<file path="config.mk">
export PLATFORM = sky130hd
export DESIGN_NAME = brownout_reset_control
export DESIGN_NICKNAME = d
export VERILOG_FILES = /design/src/rtl/brownout_pkg.sv /design/src/rtl/brownout_reset_control.sv
export SDC_FILE = /design/constraint.sdc
export NUM_CORES = 1
export LEC_CHECK = 0
export BUFFER_PORTS_ARGS = -buffer_cell sky130_fd_sc_hd__buf_2
export CAP_MARGIN = 20
export CORE_ASPECT_RATIO = 0.8
export CORE_UTILIZATION = 35
export DETAILED_ROUTE_END_ITERATION = 10
export GPL_TIMING_DRIVEN = 0
export HOLD_SLACK_MARGIN = 0.1
export PLACE_DENSITY = 0.62
export SYNTH_ARGS = -nofsm -noshare
export SYNTH_HDL_FRONTEND = slang
export SYNTH_SLANG_ARGS = --single-unit
</file>
<file path="constraint.sdc">
create_clock -name MCLK_I -period 1 [get_ports MCLK_I]
set_input_delay 0.05 -clock MCLK_I [delete_from_list [all_inputs] [get_ports MCLK_I]]
set_output_delay 0.05 -clock MCLK_I [all_outputs]
set_load 0.01 [all_outputs]
</file>
<file path="src/rtl/brownout_pkg.sv">
package brownout_pkg;

  // Brown-out enable configuration field encodings.
  typedef enum logic [1:0] {
    BOR_MODE_OFF   = 2'h0,
    BOR_MODE_SW    = 2'h1,
    BOR_MODE_SLEEP = 2'h2,
    BOR_MODE_HW    = 2'h3
  } bor_mode_t;

  localparam int unsigned THRESH_SEL_W = 2;
  localparam int unsigned RESET_CTRL_W = 16;

  // Bit positions inside the reset control register.
  localparam int unsigned POR_FLAG_BIT  = 0;
  localparam int unsigned BOR_FLAG_BIT  = 1;
  localparam int unsigned SW_ENABLE_BIT = 13;

  // Reset values of the software enable bit and the two status flags.
  localparam logic SW_ENABLE_RST = 1'b0;
  localparam logic FLAG_RST      = 1'b1;

  // Power-up delay, in microseconds, and the clock rate.
  localparam int unsigned POWERUP_DELAY_US = 64;
  localparam int unsigned CLK_MHZ          = 100;
  localparam int unsigned POWERUP_CYCLES   = POWERUP_DELAY_US * CLK_MHZ;
  localparam int unsigned POWERUP_TIMER_CNT_W       = 24;

  // Configuration word fields taken from non-volatile storage.
  typedef struct packed {
    bor_mode_t                 enable_cfg;
    logic [THRESH_SEL_W-1:0]   threshold_sel;
    logic                      powerup_timer_en;
  } poweron_config_word_t;

  // Status flag block presented to software.
  typedef struct packed {
    logic sw_enable;
    logic bor_flag;
    logic por_flag;
  } reset_status_t;

  // Software clear request: one bit per status flag.
  typedef struct packed {
    logic clr_bor;
    logic clr_por;
  } flag_clear_t;

endpackage

</file>
<file path="src/rtl/brownout_reset_control.sv">
`timescale 1ns/1ps
// How it works
// RULE_01: Enable field 01 lets software switch detection via bit 13.
// RULE_02: In software mode, bit set runs detection; bit clear disables it.
// RULE_03: Software enable bit reads 0 and is ignored outside software mode.
// RULE_04: Trip level always comes from the threshold configuration field.
// RULE_05: While enabled, brown-out and power-on events set the brown-out flag.
// RULE_06: Deep Sleep exit sets both power-on and brown-out flags.
// RULE_07: Software should clear both flags right after power-on reset.
// RULE_08: Enable field 10 keeps hardware control but disables in Sleep.
// RULE_09: In that mode, detection re-enables on leaving Sleep.
// RULE_10: Reset is held while supply is below threshold, released above.
// RULE_11: Power-up timer starts above threshold; new dip restarts it.
// RULE_12: Power-up timer enable is independent of brown-out enable.
// RULE_13: Detector output is synchronised and gated by effective enable.
module brownout_reset_control
  import brownout_pkg::*;
#(
  parameter int unsigned POWERUP_COUNT = POWERUP_CYCLES
) (
  input  wire logic                        MCLK_I,
  input  wire logic                        NRST_I,
  input  wire poweron_config_word_t        CFG_I,
  input  wire logic                        BELOW_THRESH_I,
  input  wire logic                        POR_EVENT_I,
  input  wire logic                        SLEEP_I,
  input  wire logic                        DEEP_SLEEP_EXIT_I,
  input  wire logic                        SW_ENABLE_WR_I,
  input  wire logic                        SW_ENABLE_DATA_I,
  input  wire flag_clear_t                 FLAG_CLR_I,
  output logic [THRESH_SEL_W-1:0]          THRESHOLD_SEL_O,
  output logic                             DETECT_EN_O,
  output logic                             BOR_RESET_O,
  output logic                             SYS_RESET_O,
  output reset_status_t                    STATUS_O,
  output logic [RESET_CTRL_W-1:0]          RESET_CTRL_O
);

  typedef enum logic [1:0] {
    ST_RUN   = 2'h0,
    ST_BROWN = 2'h1,
    ST_POWERUP_TIMER  = 2'h2
  } rst_state_t;

  logic                  rst_sync1_reg;
  logic                  rst_sync2_reg;
  logic                  rst_n;
  logic                  below_s1_reg;
  logic                  below_s2_reg;
  logic                  sw_en_reg;
  logic                  sw_en_next;
  logic                  bor_flag_reg;
  logic                  bor_flag_next;
  logic                  por_flag_reg;
  logic                  por_flag_next;
  rst_state_t            state_reg;
  rst_state_t            state_next;
  logic [POWERUP_TIMER_CNT_W-1:0] cnt_reg;
  logic [POWERUP_TIMER_CNT_W-1:0] cnt_next;
  wire                   mode_sw;
  wire                   mode_sleep;
  wire                   mode_hw;
  wire                   detect_en;
  wire                   brown_event;
  wire                   powerup_timer_done;
  wire                   sw_term;
  wire                   sleep_term;
  wire                   timer_en;
  wire                   bor_set;
  wire                   por_set;
  wire                   in_brown;
  wire                   in_run;

  localparam logic [POWERUP_TIMER_CNT_W-1:0] POWERUP_TIMER_LAST =
    POWERUP_TIMER_CNT_W'(POWERUP_COUNT - 1);

  // One compare for each of the three enabling configuration codes keeps the decode in one place.
  function automatic logic mode_is(input bor_mode_t cfg,
                                   input bor_mode_t want);
    return cfg == want;
  endfunction

  // A status flag holds until software clears it, and a hardware set in
  // the same cycle as the clear wins, so no event is ever lost.
  function automatic logic sticky_next(input logic set,
                                       input logic cur,
                                       input logic clr);
    return set || (cur && !clr);
  endfunction

  // Reset release through two flops; assertion stays asynchronous.
  always_ff @(posedge MCLK_I or negedge NRST_I) begin
    if (!NRST_I) begin
      rst_sync1_reg <= 1'b0;
      rst_sync2_reg <= 1'b0;
    end else begin
      rst_sync1_reg <= 1'b1;
      rst_sync2_reg <= rst_sync1_reg;
    end
  end
  assign rst_n = rst_sync2_reg;

  assign mode_sw    = mode_is(CFG_I.enable_cfg, BOR_MODE_SW);    // RULE_01
  assign mode_sleep = mode_is(CFG_I.enable_cfg, BOR_MODE_SLEEP);
  assign mode_hw    = mode_is(CFG_I.enable_cfg, BOR_MODE_HW);
  assign timer_en   = CFG_I.powerup_timer_en;                    // RULE_12

  // Sleep mode gates only the sleep-disable configuration.
  assign sw_term    = mode_sw && sw_en_reg;                      // RULE_02
  assign sleep_term = mode_sleep && !SLEEP_I;            // RULE_08 RULE_09
  assign detect_en  = sw_term || sleep_term || mode_hw;          // RULE_10

  assign THRESHOLD_SEL_O = CFG_I.threshold_sel;        // RULE_04
  assign DETECT_EN_O     = detect_en;

  // Only the second synchroniser flop is looked at.
  assign brown_event = below_s2_reg && detect_en;      // RULE_13

  // The detector output is not tied to the clock, so it is never used raw.
  always_ff @(posedge MCLK_I or negedge rst_n) begin
    if (!rst_n) begin
      below_s1_reg <= 1'b0;
      below_s2_reg <= 1'b0;
    end else begin
      below_s1_reg <= BELOW_THRESH_I;
      below_s2_reg <= below_s1_reg;                    // RULE_13
    end
  end

  // Writes outside software mode are dropped so the bit reads back 0.
  assign sw_en_next = !mode_sw ? 1'b0 :                // RULE_03
                      SW_ENABLE_WR_I ? SW_ENABLE_DATA_I : sw_en_reg;

  assign bor_set = brown_event || (detect_en && POR_EVENT_I)  // RULE_05
                 || DEEP_SLEEP_EXIT_I;                        // RULE_06
  assign por_set = POR_EVENT_I || DEEP_SLEEP_EXIT_I;          // RULE_06

  assign bor_flag_next = sticky_next(bor_set, bor_flag_reg,
                                     FLAG_CLR_I.clr_bor);
  assign por_flag_next = sticky_next(por_set, por_flag_reg,
                                     FLAG_CLR_I.clr_por);

  assign powerup_timer_done = (cnt_reg == POWERUP_TIMER_LAST);

  always_comb begin
    state_next = state_reg;
    cnt_next   = cnt_reg;
    unique case (state_reg)
      ST_RUN: begin
        if (brown_event) begin
          state_next = ST_BROWN;                       // RULE_10
        end
      end
      ST_BROWN: begin
        // Clearing here gives every recovery the full power-up delay.
        cnt_next = '0;
        if (!brown_event) begin
          // Timer enable is its own field, not implied by detection.
          state_next = timer_en ? ST_POWERUP_TIMER : ST_RUN;    // RULE_12
        end
      end
      ST_POWERUP_TIMER: begin
        cnt_next = cnt_reg + POWERUP_TIMER_CNT_W'(1);
        if (brown_event) begin
          state_next = ST_BROWN;                       // RULE_11
        end else if (powerup_timer_done) begin
          state_next = ST_RUN;                         // RULE_11
        end
      end
      default: begin
        state_next = ST_BROWN;
      end
    endcase
  end

  always_ff @(posedge MCLK_I or negedge rst_n) begin
    if (!rst_n) begin
      sw_en_reg <= SW_ENABLE_RST;
    end else begin
      sw_en_reg <= sw_en_next;                         // RULE_01
    end
  end

  // Flags start set so software can tell a power-on from a later dip.
  always_ff @(posedge MCLK_I or negedge rst_n) begin
    if (!rst_n) begin
      bor_flag_reg <= FLAG_RST;
      por_flag_reg <= FLAG_RST;
    end else begin
      bor_flag_reg <= bor_flag_next;
      por_flag_reg <= por_flag_next;
    end
  end

  always_ff @(posedge MCLK_I or negedge rst_n) begin
    if (!rst_n) begin
      state_reg <= ST_RUN;
      cnt_reg   <= '0;
    end else begin
      state_reg <= state_next;
      cnt_reg   <= cnt_next;
    end
  end

  assign in_brown = (state_reg == ST_BROWN);
  assign in_run   = (state_reg == ST_RUN);

  assign BOR_RESET_O = in_brown;                       // RULE_10
  assign SYS_RESET_O = !in_run;                        // RULE_11

  assign STATUS_O.sw_enable = sw_en_reg;
  assign STATUS_O.bor_flag  = bor_flag_reg;
  assign STATUS_O.por_flag  = por_flag_reg;

  // Unused bit positions read as zero.
  always_comb begin
    RESET_CTRL_O                = '0;
    RESET_CTRL_O[SW_ENABLE_BIT] = sw_en_reg;           // RULE_03
    RESET_CTRL_O[BOR_FLAG_BIT]  = bor_flag_reg;
    RESET_CTRL_O[POR_FLAG_BIT]  = por_flag_reg;
  end

endmodule

</file>
* After elaboration in Yosys (flattened, before gate mapping)
Cells that the tools add are included.
Storage, ports and cells: bits in registers 33, bits of input ports 15, output and inout port bits 24, word-level logic and storage cells 49
Cells by class: add/subtract/negate cells 1, equality and inequality tests 10, mux-type cells 9, reductions and logical operators 20
Operator list (number):
- 24-bit case mux with 2 select lines | 1
- 24-bit by 1-bit adder with 24-bit output, second input constant | 1
- 24-bit by 13-bit == test with 1-bit output, second input constant | 1
- 2-bit 2-to-1 mux | 5
- 1-bit logical OR | 7
- 2-bit == test, second input constant | 3
- 1-bit logical AND | 6
- 2-bit != test, second input constant | 3
- 2-bit case mux with 3 select lines | 1
- 2-bit by 1-bit == test with 1-bit output, second input constant | 2
- 1-bit logical NOT | 4
- 3-bit != test, second input constant | 1
- 3-bit AND reduction | 1
- 2-bit logical NOT | 1
- 1-bit 2-to-1 mux | 2
- 2-bit nonzero test | 1

* Logic depth before layout (Yosys ltp)
depth after elaboration 8, depth in mapped cells 9, mapped depth without buffers 7

* Worst setup path before layout
No wires, ideal clock.
path type register to register, start point reg state_reg[0], end point reg cnt_reg[15], library setup time 0.078 ns, data arrival time 1.703 ns, data required time 0.922 ns, slack -0.781 ns, cell stages (with the launch flop) 9, path buffers 2, clock period less this slack 1.781 ns, path through dfrtp_1 inv_1 ha_1 buf_4 and4_1 buf_4 nand4_4 or3_1 a21oi_1
Between the ends: cells in the longest elaborated chain, start to end 2, elaborated cells between the ends (all ways) 4, those cells by class eq/ne (2); mux (1); reduce/logical (1)
RTL lines:
- from (decl) | RTL line brownout_reset_control.sv:56 | rst_state_t state_reg;
- from (signal assigned) | RTL line brownout_reset_control.sv:200 | state_reg <= state_next;
- 2-bit == test / 2-bit by 1-bit == test with 1-bit output (equally long branches) | RTL line brownout_reset_control.sv:148 | unique case (state_reg)
- 24-bit case mux with 2 select lines / 2-bit nonzero test (equally long branches)
- to (signal assigned) | RTL line brownout_reset_control.sv:201 | cnt_reg <= cnt_next;
- to (decl) | RTL line brownout_reset_control.sv:58 | logic [POWERUP_TIMER_CNT_W-1:0] cnt_reg;
Several ways; a longest one is shown, not always the timed one. A chain may end at the register's enable or synchronous reset.

* Worst setup path in the final report
start point reg state_reg[1], end point reg cnt_reg[13]
The elaborated chain is that of the path after synthesis.

==> results.txt <==
With fillers left out, the area of the finished cells amounts to around 2800 um^2. The leftover overflow at the end of global routing came out at 0. The fraction of the core area covered by cells at the end of the flow came out at 0.562. The initial cell density of the core came out at 0.368. The sequential cell area came out at 828 um^2. The number of placed instances, taps included, is between 200 and 300. Relative to the synthesized area, the layout overhead comes to 52.5%.

The number of synthesized flops with an enable pin came out at 0. The largest clock skew in the final design is 0.00670 ns. The leakage power of the design came out at about 1.4 nW. The synthesized area is 1870 um^2. The number of antenna violations at the first check in global routing came out at 0. The die outline area is between 5000 and 6000 um^2. The per-cell via count in the routed design came out at 4.67. The predominant post-synthesis flop cell is sky130_fd_sc_hd__dfrtp_1. The number of clock sinks is 33.

During placement, the flow inserted port buffers numbering 23. The achievable clock frequency came out at 0.549 GHz. The number of filler cells placed in the layout came out at 418. In the final layout, the multi-input gates occupy 1060 um^2. The first routing iteration left 51 violations. The largest net degree at the start of global routing is 23. TritonCTS built the clock tree. The required time of the worst setup path came out at 1.16 ns. Max-cap violations in this run came to 0. The largest voltage drop on the vdd net came out at between 0.0008 and 0.0009 V. The final net count is roughly 290. STA classifies the critical path endpoint as a flip-flop. Setup repair after global routing could not meet its margin everywhere.

The global-route usage over all layers came out at 0.153. The design draws around 4.0 mW. The clock network latency to the later pin of the worst-skew pair came out at 0.28 ns.

The floorplan core area is 5060 um^2. The hold-fix buffer count after cts is 10. The worst hold slack after final layout is 0.0548 ns.

By startpoint and endpoint, the worst setup path is classified as flip-flop to flip-flop. Of the post-synthesis cell area, the part taken by muxes is 0.0107. The count of inserted antenna diode cells came out at 0.

On the worst path, the slowest cell contributes a delay of ~0.38 ns. A synthesized cell averages 9.57 um^2. Prior to clock tree synthesis, the placed netlist has a worst setup slack of -0.897 ns. The power density over cell area came out at roughly 1400 nW/um^2. The final routed DRC violation total came out at 0. The netlist uses 32 different library cells.

The H-tree was split into 2 levels. The worst setup path is launched from a flip-flop. The final-report hold violation count came out at 0.

The instance count of the mapped netlist came out at 195. The final cell count without fillers is 333. In the finished design, the share of the clock period the worst path needs comes to 1.82. The shortest clock period the worst path allows after layout is 1.82 ns.

The tree is rooted in a sky130_fd_sc_hd__clkbuf_8. The post-detailed-route count of antenna-violating nets came out at 0. The arithmetic-cell share of the synthesized area counting full adders, half adders and majority gates is 0.0268. The first global-routing pass estimated 6790 um of wire. The share of the synthesized area in compound gates (AO/OA/AOI/OAI) came to 0.0778. The register with the most flip-flops in the layout has 24 of them. The class of the worst hold path is input port to flip-flop.

The total routed wirelength is just over 4000 um. The via count of the first global-routing pass came out at 1579. The average detailed-routed wire length per instance came out at 12.3 um.

In the layout the commonest cells are 31 x sky130_fd_sc_hd__dfrtp_1, 27 x sky130_fd_sc_hd__buf_4, 26 x sky130_fd_sc_hd__buf_6, 15 x sky130_fd_sc_hd__nor2_1, 15 x sky130_fd_sc_hd__buf_2. The number of core rows came out at 23. The height of the die came out at 67.3 um.

The horizontal extent of the die came out at 83.6 um. The final sum of negative setup slack is -16.60 ns. The final worst-path setup slack is -0.820 ns. The share of layout cells above drive strength 1 came out at 0.461. The sequential cell area fraction in the yosys report is 0.444. The clock-pin slew of the registers on the worst-case setup and hold paths is 0.06 ns. The total vias in the final route is 1555.

The library cell used most frequently in the layout, excluding fill and tap cells, is sky130_fd_sc_hd__dfrtp_1. The run finished, with violations left. The number of setup violations in the final report came out at 33. The slowest stage of the critical path is the sky130_fd_sc_hd__dfrtp_1 cell. The main combinational cell family by area after synthesis is simple AND/OR/NAND/NOR gates. The share of synthesized cell area in and, or, nand and nor gates came out at 0.231. The data arrival time of the worst path came out at between 1.5 and 2 ns. The deepest clock path buffer count came out at 2.

The async set or reset register ratio after synthesis came out at 1.00. The number of clock buffers added by TritonCTS is 5. The count of state elements after synthesis came out at 33. Along the worst path, the maximum fanout reaches 4. The last weighted congestion value of the routability-driven placer is 0.721.

After legalization and detailed placement, the total HPWL measured 2410 um. Walking the worst path, the cells encountered are inv_2 > ha_4 > and4_1 > buf_6 > nand4_1 > buf_4 > nor3_4 > xnor2_1 > nor2_1. The first-pass detailed-route iteration total is 4. The post-synthesis xor/xnor area fraction came out at 0.0704. Once placement finished, the instance area stood at 2160 um^2. The total of warnings raised by yosys came out at 0. The top-level port count came out at 39.

The max-slew violation count is 0. The final reports fail on setup timing.
[power by group]
part	total (mW)	leakage, nW	internal (mW)	switching (mW)
clock network	1.00	0.0455	0.561	0.444
registers	1.46	0.441	1.40	0.0548
logic	1.58	0.880	0.789	0.792
total	4.04	1.37	2.75	1.29
[cell type report]
class                      instances  area share
multi-input combinational        134       0.373
sequential                        33       0.291
timing repair buffer              58       0.181
buffer                            25      0.0792
clock buffer                       8      0.0317
tap                               62      0.0273
inverter                          13      0.0172
[path summary, 6_finish.rpt]
path | start | end | slack, ns | cells past startpoint
max | state_reg[1] | cnt_reg[13] | -0.82 | 9
min | SLEEP_I | bor_flag_reg | 0.05 | 4
max reg2reg | state_reg[1] | cnt_reg[13] | -0.82 | 9
min reg2reg | rst_n | cnt_reg[2] | 0.21 | 0
max in group asynchronous | rst_n | bor_flag_reg | 0.23 | 1
min in group asynchronous | rst_n | cnt_reg[2] | 0.21 | 0
[synth_stat cells (2+ instances only)]
library cell               instances  area (um^2)
sky130_fd_sc_hd__nor3_2            3         30.0
sky130_fd_sc_hd__nand2_1          12         45.0
sky130_fd_sc_hd__buf_4            23          173
sky130_fd_sc_hd__nand4_1           2         12.5
sky130_fd_sc_hd__xnor2_1          12          105
sky130_fd_sc_hd__mux2i_1           2         20.0
sky130_fd_sc_hd__clkbuf_1          2         7.51
sky130_fd_sc_hd__nand3_1          12         60.1
sky130_fd_sc_hd__and3_1            5         31.3
sky130_fd_sc_hd__nor3_1            5         25.0
sky130_fd_sc_hd__dfrtp_1          31          776
sky130_fd_sc_hd__buf_6             2         22.5
sky130_fd_sc_hd__a21oi_1           8         40.0
sky130_fd_sc_hd__xor2_1            3         26.3
sky130_fd_sc_hd__ha_1              4         50.1
sky130_fd_sc_hd__dfstp_2           2         52.6
sky130_fd_sc_hd__conb_1            2         7.51
sky130_fd_sc_hd__inv_1            13         48.8
sky130_fd_sc_hd__nand4_4           3         63.8
sky130_fd_sc_hd__nor4_1            3         18.8
sky130_fd_sc_hd__o21ai_0          14         70.1
sky130_fd_sc_hd__or3_1             5         31.3
sky130_fd_sc_hd__nor2_1           18         67.6
[metal layers]
metal | wire [um] | GRT usage
met1 | 1860 | 0.184
met2 | 2020 | 0.272
met3 | 152 | 0.0440
met4 | 56 | 0.0424
met5 | 0 | 0
[kinds of logic after synthesis]
kind of cell | Yosys count
AOI/OAI and AO/OA | 26
xor gates and xnor gates | 15
adders and majority gates | 4
buffers and inverters | 40
DFF | 33
muxes | 2
other | 2
and+or+nand+nor | 73
[worst max-delay path: cells and delay by family, from the launching register on]
family | cells | cell delay [ns]
flip-flops | 1 | 0.38
adder cells (fa/ha/maj) | 1 | 0.27
AND/OR/NAND/NOR | 4 | 0.54
XOR/XNOR | 1 | 0.13
buffers and inverters | 3 | 0.38
[repair_timing]
| item | 4_1_cts | 5_1_grt |
|---|---|---|
| endpoints found under the setup margin | 33 | 35 |
| setup buffers | 16 | 8 |
| pin swaps | 15 | 19 |
| resized for setup | 46 | 34 |
| gates cloned | 1 | 0 |
| endpoints found under the hold margin | 7 | 1 |
No activity file was read; power rests on OpenSTA's default activity.
